===== src/include/bpa_pkg.sv =====
package bpa_pkg;
	// Clock and sleep-clock timing
	localparam int CLK_HZ = 100_000_000;
	localparam int SLEEP_HZ = 32768;
	localparam int SLEEP_DIV = CLK_HZ / SLEEP_HZ;
	localparam int TENTH_MS = 100;
	localparam int TENTH_TICKS = SLEEP_HZ * TENTH_MS / 1000;
	localparam int TENTHS_PER_SEC = 10;
	// Packet shape
	localparam logic [3:0] LAST_FIELD = 4'he;
	localparam logic [3:0] HEADER_FIELD = 4'h0;
	localparam logic [3:0] MAX_BYTES = 4'h8;
	localparam int DATA_FIELDS = 14;
	localparam int SENSOR_SLOTS = 8;
	localparam int EXT_CHANNELS = 4;
	localparam int ADC_BITS = 11;
	localparam int ADC_MAX_KSPS = 64;
	// Reset values
	localparam logic [63:0] LFSR_SEED = 64'h0123_4567_89ab_cdef;
	localparam logic [31:0] DOWN_RESET = 32'hffff_ffff;
	// Source type of a data field
	typedef enum logic [3:0] {
		SRC_FIXED = 4'h0,
		SRC_TIMER = 4'h1,
		SRC_RANDOM = 4'h2,
		SRC_INTERNAL = 4'h3,
		SRC_EXTANALOG = 4'h4,
		SRC_UID = 4'h5,
		SRC_EPHID = 4'h6,
		SRC_AUTHTAG = 4'h7,
		SRC_TALLY = 4'h8,
		SRC_SLEEPCNT = 4'h9,
		SRC_PINS = 4'ha,
		SRC_PULSE = 4'hb,
		SRC_REGVAL = 4'hc,
		SRC_SENSOR = 4'hd
	} bpa_src_type;
	// Timer options
	localparam logic [1:0] TMR_UP = 2'h0;
	localparam logic [1:0] TMR_DOWN = 2'h1;
	localparam logic [1:0] TMR_TENTH = 2'h2;
	localparam logic [1:0] TMR_SEC = 2'h3;
	typedef enum logic [1:0] {
		ST_IDLE = 2'b00,
		ST_LOAD = 2'b01,
		ST_SEND = 2'b10
	} bpa_state_type;
	typedef struct packed {
		bpa_state_type st;
		logic [3:0] field;
		logic [3:0] byteIdx;
		logic [3:0] curLen;
		logic [63:0] curVal;
		logic [7:0] outByte;
		logic outValid;
		logic packetDone;
		logic busy;
		logic [11:0] divCnt;
		logic [63:0] upTimer;
		logic [31:0] downTimer;
		logic [11:0] tenthPre;
		logic [3:0] secPre;
		logic [31:0] elapsedTenths;
		logic [31:0] elapsedSecs;
		logic [63:0] lfsr;
		logic [7:0] pinS1;
		logic [7:0] pinS2;
		logic [7:0] pinWake;
		logic pulseS1;
		logic pulseS2;
		logic pulsePrev;
		logic [15:0] hiCnt;
		logic [15:0] loCnt;
		logic [31:0] pulseBits;
		logic [31:0] pulseCount;
		logic [31:0] advertEventTally;
		logic [31:0] sleepCount;
		logic [7:0][15:0] sensorMem;
		logic [63:0] snUp;
		logic [31:0] snDown;
		logic [31:0] snTenths;
		logic [31:0] snSecs;
		logic [63:0] snRand;
		logic [10:0] snTemp;
		logic [10:0] snVcc;
		logic [3:0][10:0] snExt;
		logic [63:0] snEph;
		logic [63:0] snTag;
		logic [31:0] snTally;
		logic [31:0] snSleep;
		logic [7:0] snPinCur;
		logic [7:0] snPinWake;
		logic [31:0] snPulseW;
		logic [31:0] snPulseC;
		logic [31:0] snReg;
		logic [7:0][15:0] snSensor;
	} bpa_regs_type;
endpackage


===== src/rtl/bpa_payload_assembler.sv =====
`timescale 1ns/1ps
// Behaviour
// - A packet holds at most fifteen fields, indices zero to fourteen.
// - Field zero carries only the header and address bytes.
// - Each of the fourteen data fields carries one configured source type.
// - Fixed fields take bytes and length from read-only programmed memory.
// - Timer field: raw up or down timer, or elapsed count in 0.1 s or 1 s.
// - Random field inserts the shift register generator value.
// - The random value is offered as salt for authenticated encryption.
// - Internal field inserts converter result for die temperature or supply.
// - External analog field inserts converter result from pins four to seven.
// - Identifier field inserts maker or customer unique identifier.
// - Ephemeral identifier field inserts the rotating identifier value.
// - Authentication field inserts the authenticated encryption tag.
// - Event counter field inserts the advertising event tally.
// - Sleep count field inserts sleep entries since power-up.
// - Pin field inserts present pin levels or levels latched at wake-up.
// - Pulse field inserts pulse-width bits or pulse-train count.
// - Register field inserts a register value read at build time.
// - Two-wire sensor readback values are stored for later broadcast.
// - Pulse-width mode decodes each pulse high/low ratio to one bit.
// - Converter results are eleven bits, at most 64 KSPS.
// - Converter multiplexer offers four external channels plus internal ones.
// - Random source is a 64-bit linear feedback shift register.
// - Sleep-clock timers: 32-bit down-counter and 64-bit up-counter.
module bpa_payload_assembler
	import bpa_pkg::*;
(
	// Clock and reset
	input wire logic clock,
	input wire logic rst,
	// Event control
	input wire logic advStart,
	input wire logic sleepEntry,
	input wire logic wakeEvent,
	// Field configuration
	input wire logic [63:0] headerData,
	input wire logic [3:0] headerLen,
	input wire logic [13:0][3:0] cfgType,
	input wire logic [13:0][1:0] cfgOpt,
	input wire logic [13:0][3:0] cfgLen,
	input wire logic [13:0][2:0] cfgSensorSlot,
	// Programmed memory contents
	input wire logic [13:0][63:0] fixedData,
	input wire logic [13:0][3:0] fixedLen,
	input wire logic [63:0] makerUid,
	input wire logic [63:0] customerUid,
	// Computed sources
	input wire logic [63:0] ephemeralIdentifier,
	input wire logic [63:0] authTag,
	input wire logic [31:0] regValue,
	input wire logic seedLoad,
	input wire logic [63:0] seedValue,
	// Converter results
	input wire logic [10:0] adcTemp,
	input wire logic [10:0] adcVcc,
	input wire logic [3:0][10:0] adcMixedSignalPin,
	// Two-wire readback store
	input wire logic sensorWr,
	input wire logic [2:0] sensorWrIdx,
	input wire logic [15:0] sensorWrData,
	// External pins
	input wire logic [7:0] gpioPins,
	input wire logic pulsePin,
	// Payload stream
	input wire logic outReady,
	output logic [7:0] outByte,
	output logic outValid,
	output logic packetDone,
	output logic busy,
	output logic [63:0] randSalt
);

	bpa_regs_type r;
	bpa_regs_type next_r;
	logic sleepTick;
	logic [63:0] selVal;
	logic [3:0] selLen;
	logic [3:0] dIdx;

	// Pick one byte of a field value, least significant first
	function automatic logic [7:0] byteOf(input logic [63:0] v,
		input logic [3:0] i);
		byteOf = v[{i[2:0], 3'h0} +: 8];
	endfunction

	// Limit a configured length to the widest value held
	function automatic logic [3:0] capLen(input logic [3:0] l);
		capLen = (l > MAX_BYTES) ? MAX_BYTES : l;
	endfunction

	assign sleepTick = (r.divCnt == 12'(SLEEP_DIV - 1));
	assign dIdx = (r.field == HEADER_FIELD) ? 4'h0 : r.field - 4'h1;

	// Value and length of the field being loaded
	always_comb
	begin
		selVal = 64'h0;
		selLen = capLen(cfgLen[dIdx]);
		if (r.field == HEADER_FIELD)
		begin
			selVal = headerData;
			selLen = capLen(headerLen);
		end
		else
		begin
			case (bpa_src_type'(cfgType[dIdx]))
				SRC_FIXED:
				begin
					selVal = fixedData[dIdx];
					selLen = capLen(fixedLen[dIdx]);
				end
				SRC_TIMER:
					case (cfgOpt[dIdx])
						TMR_UP: selVal = r.snUp;
						TMR_DOWN: selVal = {32'h0, r.snDown};
						TMR_TENTH: selVal = {32'h0, r.snTenths};
						default: selVal = {32'h0, r.snSecs};
					endcase
				SRC_RANDOM: selVal = r.snRand;
				SRC_INTERNAL: selVal = {53'h0, cfgOpt[dIdx][0] ? r.snVcc :
					r.snTemp};
				SRC_EXTANALOG: selVal = {53'h0, r.snExt[cfgOpt[dIdx]]};
				SRC_UID: selVal = cfgOpt[dIdx][0] ? customerUid :
					makerUid;
				SRC_EPHID: selVal = r.snEph;
				SRC_AUTHTAG: selVal = r.snTag;
				SRC_TALLY: selVal = {32'h0, r.snTally};
				SRC_SLEEPCNT: selVal = {32'h0, r.snSleep};
				SRC_PINS: selVal = {56'h0, cfgOpt[dIdx][0] ? r.snPinWake :
					r.snPinCur};
				SRC_PULSE: selVal = {32'h0, cfgOpt[dIdx][0] ? r.snPulseC :
					r.snPulseW};
				SRC_REGVAL: selVal = {32'h0, r.snReg};
				SRC_SENSOR: selVal = {48'h0,
					r.snSensor[cfgSensorSlot[dIdx]]};
				default: selLen = 4'h0;
			endcase
		end
	end

	// Next state of every register
	always_comb
	begin
		next_r = r;
		next_r.packetDone = 1'b0;
		// Sleep-clock enable and always-on timers
		next_r.divCnt = sleepTick ? 12'h0 : r.divCnt + 12'h1;
		if (sleepTick)
		begin
			next_r.upTimer = r.upTimer + 64'h1;
			if (r.downTimer != 32'h0)
				next_r.downTimer = r.downTimer - 32'h1;
			if (r.tenthPre == 12'(TENTH_TICKS - 1))
			begin
				next_r.tenthPre = 12'h0;
				next_r.elapsedTenths = r.elapsedTenths + 32'h1;
				next_r.secPre = (r.secPre == 4'(TENTHS_PER_SEC - 1)) ? 4'h0 :
					r.secPre + 4'h1;
				if (r.secPre == 4'(TENTHS_PER_SEC - 1))
					next_r.elapsedSecs = r.elapsedSecs + 32'h1;
			end
			else
				next_r.tenthPre = r.tenthPre + 12'h1;
		end
		// Random generator, taps 64 63 61 60
		if (seedLoad && seedValue != 64'h0)
			next_r.lfsr = seedValue;
		else
			next_r.lfsr = {r.lfsr[62:0], r.lfsr[63] ^ r.lfsr[62] ^
				r.lfsr[60] ^ r.lfsr[59]};
		// Pin synchronisers and wake latch
		next_r.pinS1 = gpioPins;
		next_r.pinS2 = r.pinS1;
		if (wakeEvent)
			next_r.pinWake = r.pinS2;
		next_r.pulseS1 = pulsePin;
		next_r.pulseS2 = r.pulseS1;
		next_r.pulsePrev = r.pulseS2;
		// Pulse width and pulse train measurement
		if (r.pulseS2 && !r.pulsePrev)
		begin
			next_r.pulseCount = r.pulseCount + 32'h1;
			if (r.hiCnt != 16'h0)
				next_r.pulseBits = {r.pulseBits[30:0],
					r.hiCnt > r.loCnt};
			next_r.hiCnt = 16'h1;
			next_r.loCnt = 16'h0;
		end
		else if (r.pulseS2)
			next_r.hiCnt = (r.hiCnt == 16'hffff) ? r.hiCnt : r.hiCnt + 16'h1;
		else if (r.loCnt != 16'hffff)
			next_r.loCnt = r.loCnt + 16'h1;
		// Counters and readback store
		if (sleepEntry)
			next_r.sleepCount = r.sleepCount + 32'h1;
		if (sensorWr)
			next_r.sensorMem[sensorWrIdx] = sensorWrData;
		// Packet assembly sequence
		case (r.st)
			ST_IDLE:
				if (advStart)
				begin
					next_r.advertEventTally = r.advertEventTally + 32'h1;
					next_r.snUp = r.upTimer;
					next_r.snDown = r.downTimer;
					next_r.snTenths = r.elapsedTenths;
					next_r.snSecs = r.elapsedSecs;
					next_r.snRand = r.lfsr;
					next_r.snTemp = adcTemp;
					next_r.snVcc = adcVcc;
					next_r.snExt = adcMixedSignalPin;
					next_r.snEph = ephemeralIdentifier;
					next_r.snTag = authTag;
					next_r.snTally = r.advertEventTally + 32'h1;
					next_r.snSleep = r.sleepCount;
					next_r.snPinCur = r.pinS2;
					next_r.snPinWake = r.pinWake;
					next_r.snPulseW = r.pulseBits;
					next_r.snPulseC = r.pulseCount;
					next_r.snReg = regValue;
					next_r.snSensor = r.sensorMem;
					next_r.field = HEADER_FIELD;
					next_r.st = ST_LOAD;
				end
			ST_LOAD:
			begin
				next_r.curVal = selVal;
				next_r.curLen = selLen;
				next_r.byteIdx = 4'h0;
				if (selLen != 4'h0)
				begin
					next_r.outByte = byteOf(selVal, 4'h0);
					next_r.outValid = 1'b1;
					next_r.st = ST_SEND;
				end
				else if (r.field == LAST_FIELD)
				begin
					next_r.packetDone = 1'b1;
					next_r.st = ST_IDLE;
				end
				else
					next_r.field = r.field + 4'h1;
			end
			ST_SEND:
				if (outReady)
				begin
					if (r.byteIdx + 4'h1 < r.curLen)
					begin
						next_r.byteIdx = r.byteIdx + 4'h1;
						next_r.outByte = byteOf(r.curVal,
							r.byteIdx + 4'h1);
					end
					else
					begin
						next_r.outValid = 1'b0;
						if (r.field == LAST_FIELD)
						begin
							next_r.packetDone = 1'b1;
							next_r.st = ST_IDLE;
						end
						else
						begin
							next_r.field = r.field + 4'h1;
							next_r.st = ST_LOAD;
						end
					end
				end
			default: next_r.st = ST_IDLE;
		endcase
		next_r.busy = (next_r.st != ST_IDLE); // Registered copy of state
	end

	// State register
	always_ff @(posedge clock or posedge rst)
	begin
		if (rst)
		begin
			r <= '0;
			r.lfsr <= LFSR_SEED;
			r.downTimer <= DOWN_RESET;
		end
		else
			r <= next_r;
	end

	assign outByte = r.outByte;
	assign outValid = r.outValid;
	assign packetDone = r.packetDone;
	assign busy = r.busy;
	assign randSalt = r.snRand;
endmodule // bpa_payload_assembler


===== config.mk =====
export PLATFORM = sky130hd
export DESIGN_NAME = bpa_payload_assembler
export DESIGN_NICKNAME = d
export VERILOG_FILES = /design/src/include/bpa_pkg.sv /design/src/rtl/bpa_payload_assembler.sv
export SDC_FILE = /design/constraint.sdc
export NUM_CORES = 2
export LEC_CHECK = 0
export ABC_CLOCK_PERIOD_IN_PS = 102600
export BUFFER_PORTS_ARGS = -buffer_cell sky130_fd_sc_hd__buf_2
export CAP_MARGIN = 40
export CORE_AREA = 2 2 668 670
export DETAILED_ROUTE_END_ITERATION = 10
export DIE_AREA = 0 0 670 672
export HOLD_SLACK_MARGIN = 0.1
export PLACE_DENSITY_LB_ADDON = 0.1
export SYNTH_ARGS = -nofsm -noshare
export SYNTH_HDL_FRONTEND = slang
export SYNTH_SLANG_ARGS = --single-unit

===== constraint.sdc =====
create_clock -name clock -period 102.6 [get_ports clock]
set_input_delay 20.52 -clock clock [delete_from_list [all_inputs] [get_ports clock]]
set_output_delay 20.52 -clock clock [all_outputs]
set_load 0.005 [all_outputs]

==> impl_metrics.env <==
export IMPL_status="completed"
export IMPL_clock_sinks=1346
export IMPL_path_max_fanout=71
export IMPL_cp_arrival_ns=24.93
export IMPL_synth_common_cells="nand2_1 (2,837), dfrtp_1 (1,282), clkbuf_1 (358)"
export IMPL_grt_setup_unrepaired="no"
export IMPL_ys_types=108
export IMPL_grt_overflow_total=0
export IMPL_cts_buffers=171
export IMPL_cpPeakStageDelay_ns=0.72
export IMPL_ant_nets=0
export IMPL_routed_wl_mm=592.6
export IMPL_final_setup_viol_count=0
export IMPL_syn_instance_count=8107
export IMPL_cts_root_buffer="clkbuf_16"
export IMPL_ys_async_sr_fraction=1.000
export IMPL_ir_worst_vdd_mv=0.02216
export IMPL_htree_levels=4
export IMPL_grt_use_total=0.2537
export IMPL_grtUsageMet3=0.04172
export IMPL_postSynthAreaPerCell_um2=8.834
export IMPL_final_hold_violation_count=0
export IMPL_hold_class="reg2reg"
export IMPL_chipHeight_um=672
export IMPL_critPathLaunchType="input port"
export IMPL_fmax_mhz=41.28
export IMPL_post_cts_buffers=0
export IMPL_top_usage_layer="met2"
export IMPL_die_w_um=670
export IMPL_wl_per_cell_um=36.95
export IMPL_cp_cell_sequence="buf_2 > a211oi_1 > and3b_1 > or4_1 > nand2_8 > buf_4 > buf_4 > and3_1 > a31oi_1 > a221o_1 > nor3_1 > o21ai_0"
export IMPL_gp_congestion=0.9957
export IMPL_port_buffers=1730
export IMPL_clock_latency_ns=0.86
export IMPL_cts_hold_buffers_added=0
export IMPL_synth_area_leader_cell="dfrtp_1"
export IMPL_ys_ff_latch=1346
export IMPL_slew_violations=0
export IMPL_drc=0
export IMPL_crit_slowest_cell="or4_1"
export IMPL_num_vias=72820
export IMPL_power_leakage_nw=44.36
export IMPL_area_growth_pct=31.54
export IMPL_synthesis_nets=9804
export IMPL_clockBufferDepth=4
export IMPL_fin_nets=11400
export IMPL_worstSetupStartpoint="cfgOpt[4]"
export IMPL_fin_crit_sh=0.2361
export IMPL_grt_max_degree=166
export IMPL_synth_area_mm2=0.07162
export IMPL_antenna_found_initial=363
export IMPL_dominantRegCellSynth="dfrtp_1"
export IMPL_drt_iter0_drc=6769
export IMPL_skew_ns=0.04079
export IMPL_yosysMostFrequentCell="nand2_1"
export IMPL_core_area_mm2=0.4436
export IMPL_reg2reg_from="r[1372]"
export IMPL_netlist_top_cells_area="dfrtp_1 (45%), nand2_1 (15%), mux2_2 (4.5%)"
export IMPL_initial_core_util=0.1615
export IMPL_cellPowerDensity_mw_per_mm2=30.24
export IMPL_maxCapViolations=0
export IMPL_period_needed_ns=24.22
export IMPL_std_cell_rows=245
export IMPL_synth_edf_count=0
export IMPL_drive_gt1_frac=0.2816
export IMPL_hpwlAfterDp_mm=490.0
export IMPL_met2_usage=0.4376
export IMPL_die_area_mm2=0.4502
export IMPL_grtUsageMet1=0.3064
export IMPL_setup_tns_final_ns=0
export IMPL_routed_via_density=4.541
export IMPL_io_pins=1731
export IMPL_worst_pin_slew_ns=1.274
export IMPL_yosysWarnings=0
export IMPL_grt_pass1_vias=71920
export IMPL_final_area_mm2=0.09421
export IMPL_synth_top_area_frac=0.4480
export IMPL_clk_pin_slew_ns=0.06
export IMPL_min_from="next_r[1021]"
export IMPL_end_kind="flop"
export IMPL_cts_resized=0
export IMPL_seq_area_frac_synth=0.4714
export IMPL_ff2ff_setup_slack_ns=95.43
export IMPL_relSlewSlack=0.1509
export IMPL_critPathKind="in2reg"
export IMPL_cts_tree="built"
export IMPL_place_area_mm2=0.08807
export IMPL_required_ns=103.31
export IMPL_dr_pass1_iters=8
export IMPL_grt_pass1_wl_mm=756.8
export IMPL_cpMostUsedCell="buf_4"
-- power by group --
group | internal (mW) | switching (mW) | total [mW]
combinational | 0.397 | 1.06 | 1.46
sequential | 0.654 | 0.122 | 0.776
clock | 0.357 | 0.258 | 0.615
total | 1.41 | 1.44 | 2.85
-- critical path, delay by kind of cell --
family	cells	cell delay (ns)
compound gates	4	0.81
simple gates	5	1.99
buf+inv	3	1.31
-- per-layer routing --
layer	part of all wire	wire, um	vias to the layer above
li1	-	-	31430
met1	0.40	239400	37390
met2	0.49	288000	2963
met3	0.051	30090	957
met4	0.058	34580	78
met5	0.00090	531	-
-- registers in the layout, indices dropped and copies added (netlist names) --
signal	cells
outByte	8
next_r	10
packetDone	1
randSalt	64
r	1261
outValid	1
busy	1
-- logic make-up (layout without fill, tap and decap cells) --
logic type      count (synthesis)  in the layout  share of synthesized area
buf+inv                       723           2434                    0.04574
compound gates               1257           1257                     0.1227
xor+xnor                      291            291                    0.03569
mux                           586            586                    0.09204
fa+ha+maj                      41             41                   0.007163
simple gates                 3863           3863                     0.2253
other cells                     0            291                          0
flops                        1346           1346                     0.4714
-- layout make-up --
class,instances,area [um^2]
antenna,291,728.2
clock buffer,256,4951
clock inverter,35,446.7
fill,49560,349400
inverter,110,420.4
multi-input combinational,6038,34990
sequential,1346,33770
tap,5928,7417
timing repair buffer,2033,11480
-- layout by cell type, fill, tap and decap left out, types with 96 or more instances in the layout --
master,count
buf_4,238
xor2_1,96
mux2_2,287
nand4_1,109
clkbuf_16,173
nand2_1,2831
xnor2_1,193
dfrtp_1,1280
nand3_1,338
inv_1,107
buf_2,1752
a21oi_1,284
nor2_1,239
o21ai_0,205
mux2i_1,263
a221oi_1,188
diode_2,291
-- final timing paths --
check | to | cells past startpoint
max in group asynchronous | r[694] | 8
min reg2reg | r[1021] | 0
max | r[1313] | 12
min | r[1021] | 0
max reg2reg | outByte[6] | 16
min in group asynchronous | r[988] | 2
-- metrics by stage --
step | total power [mW] | instances | hold slack, ns | worst slack [ns] | util
4_1_cts | 2.882 | 15740 | 0.3493 | 78.52 | 0.2107
2_1_floorplan | 1.423 | 8107 | 0.3312 | 44.24 | -
3_3_place_gp | 2.218 | 15360 | 0.3416 | 77.05 | 0.1958
5_1_grt | 2.965 | 15960 | 0.3611 | 78.13 | 0.2119
3_5_place_dp | 2.253 | 15450 | 0.3381 | 77.62 | 0.1985
6_report | 2.849 | 16040 | 0.3471 | 78.38 | 0.2124
Note: power is estimated with default switching activity, not from simulation.
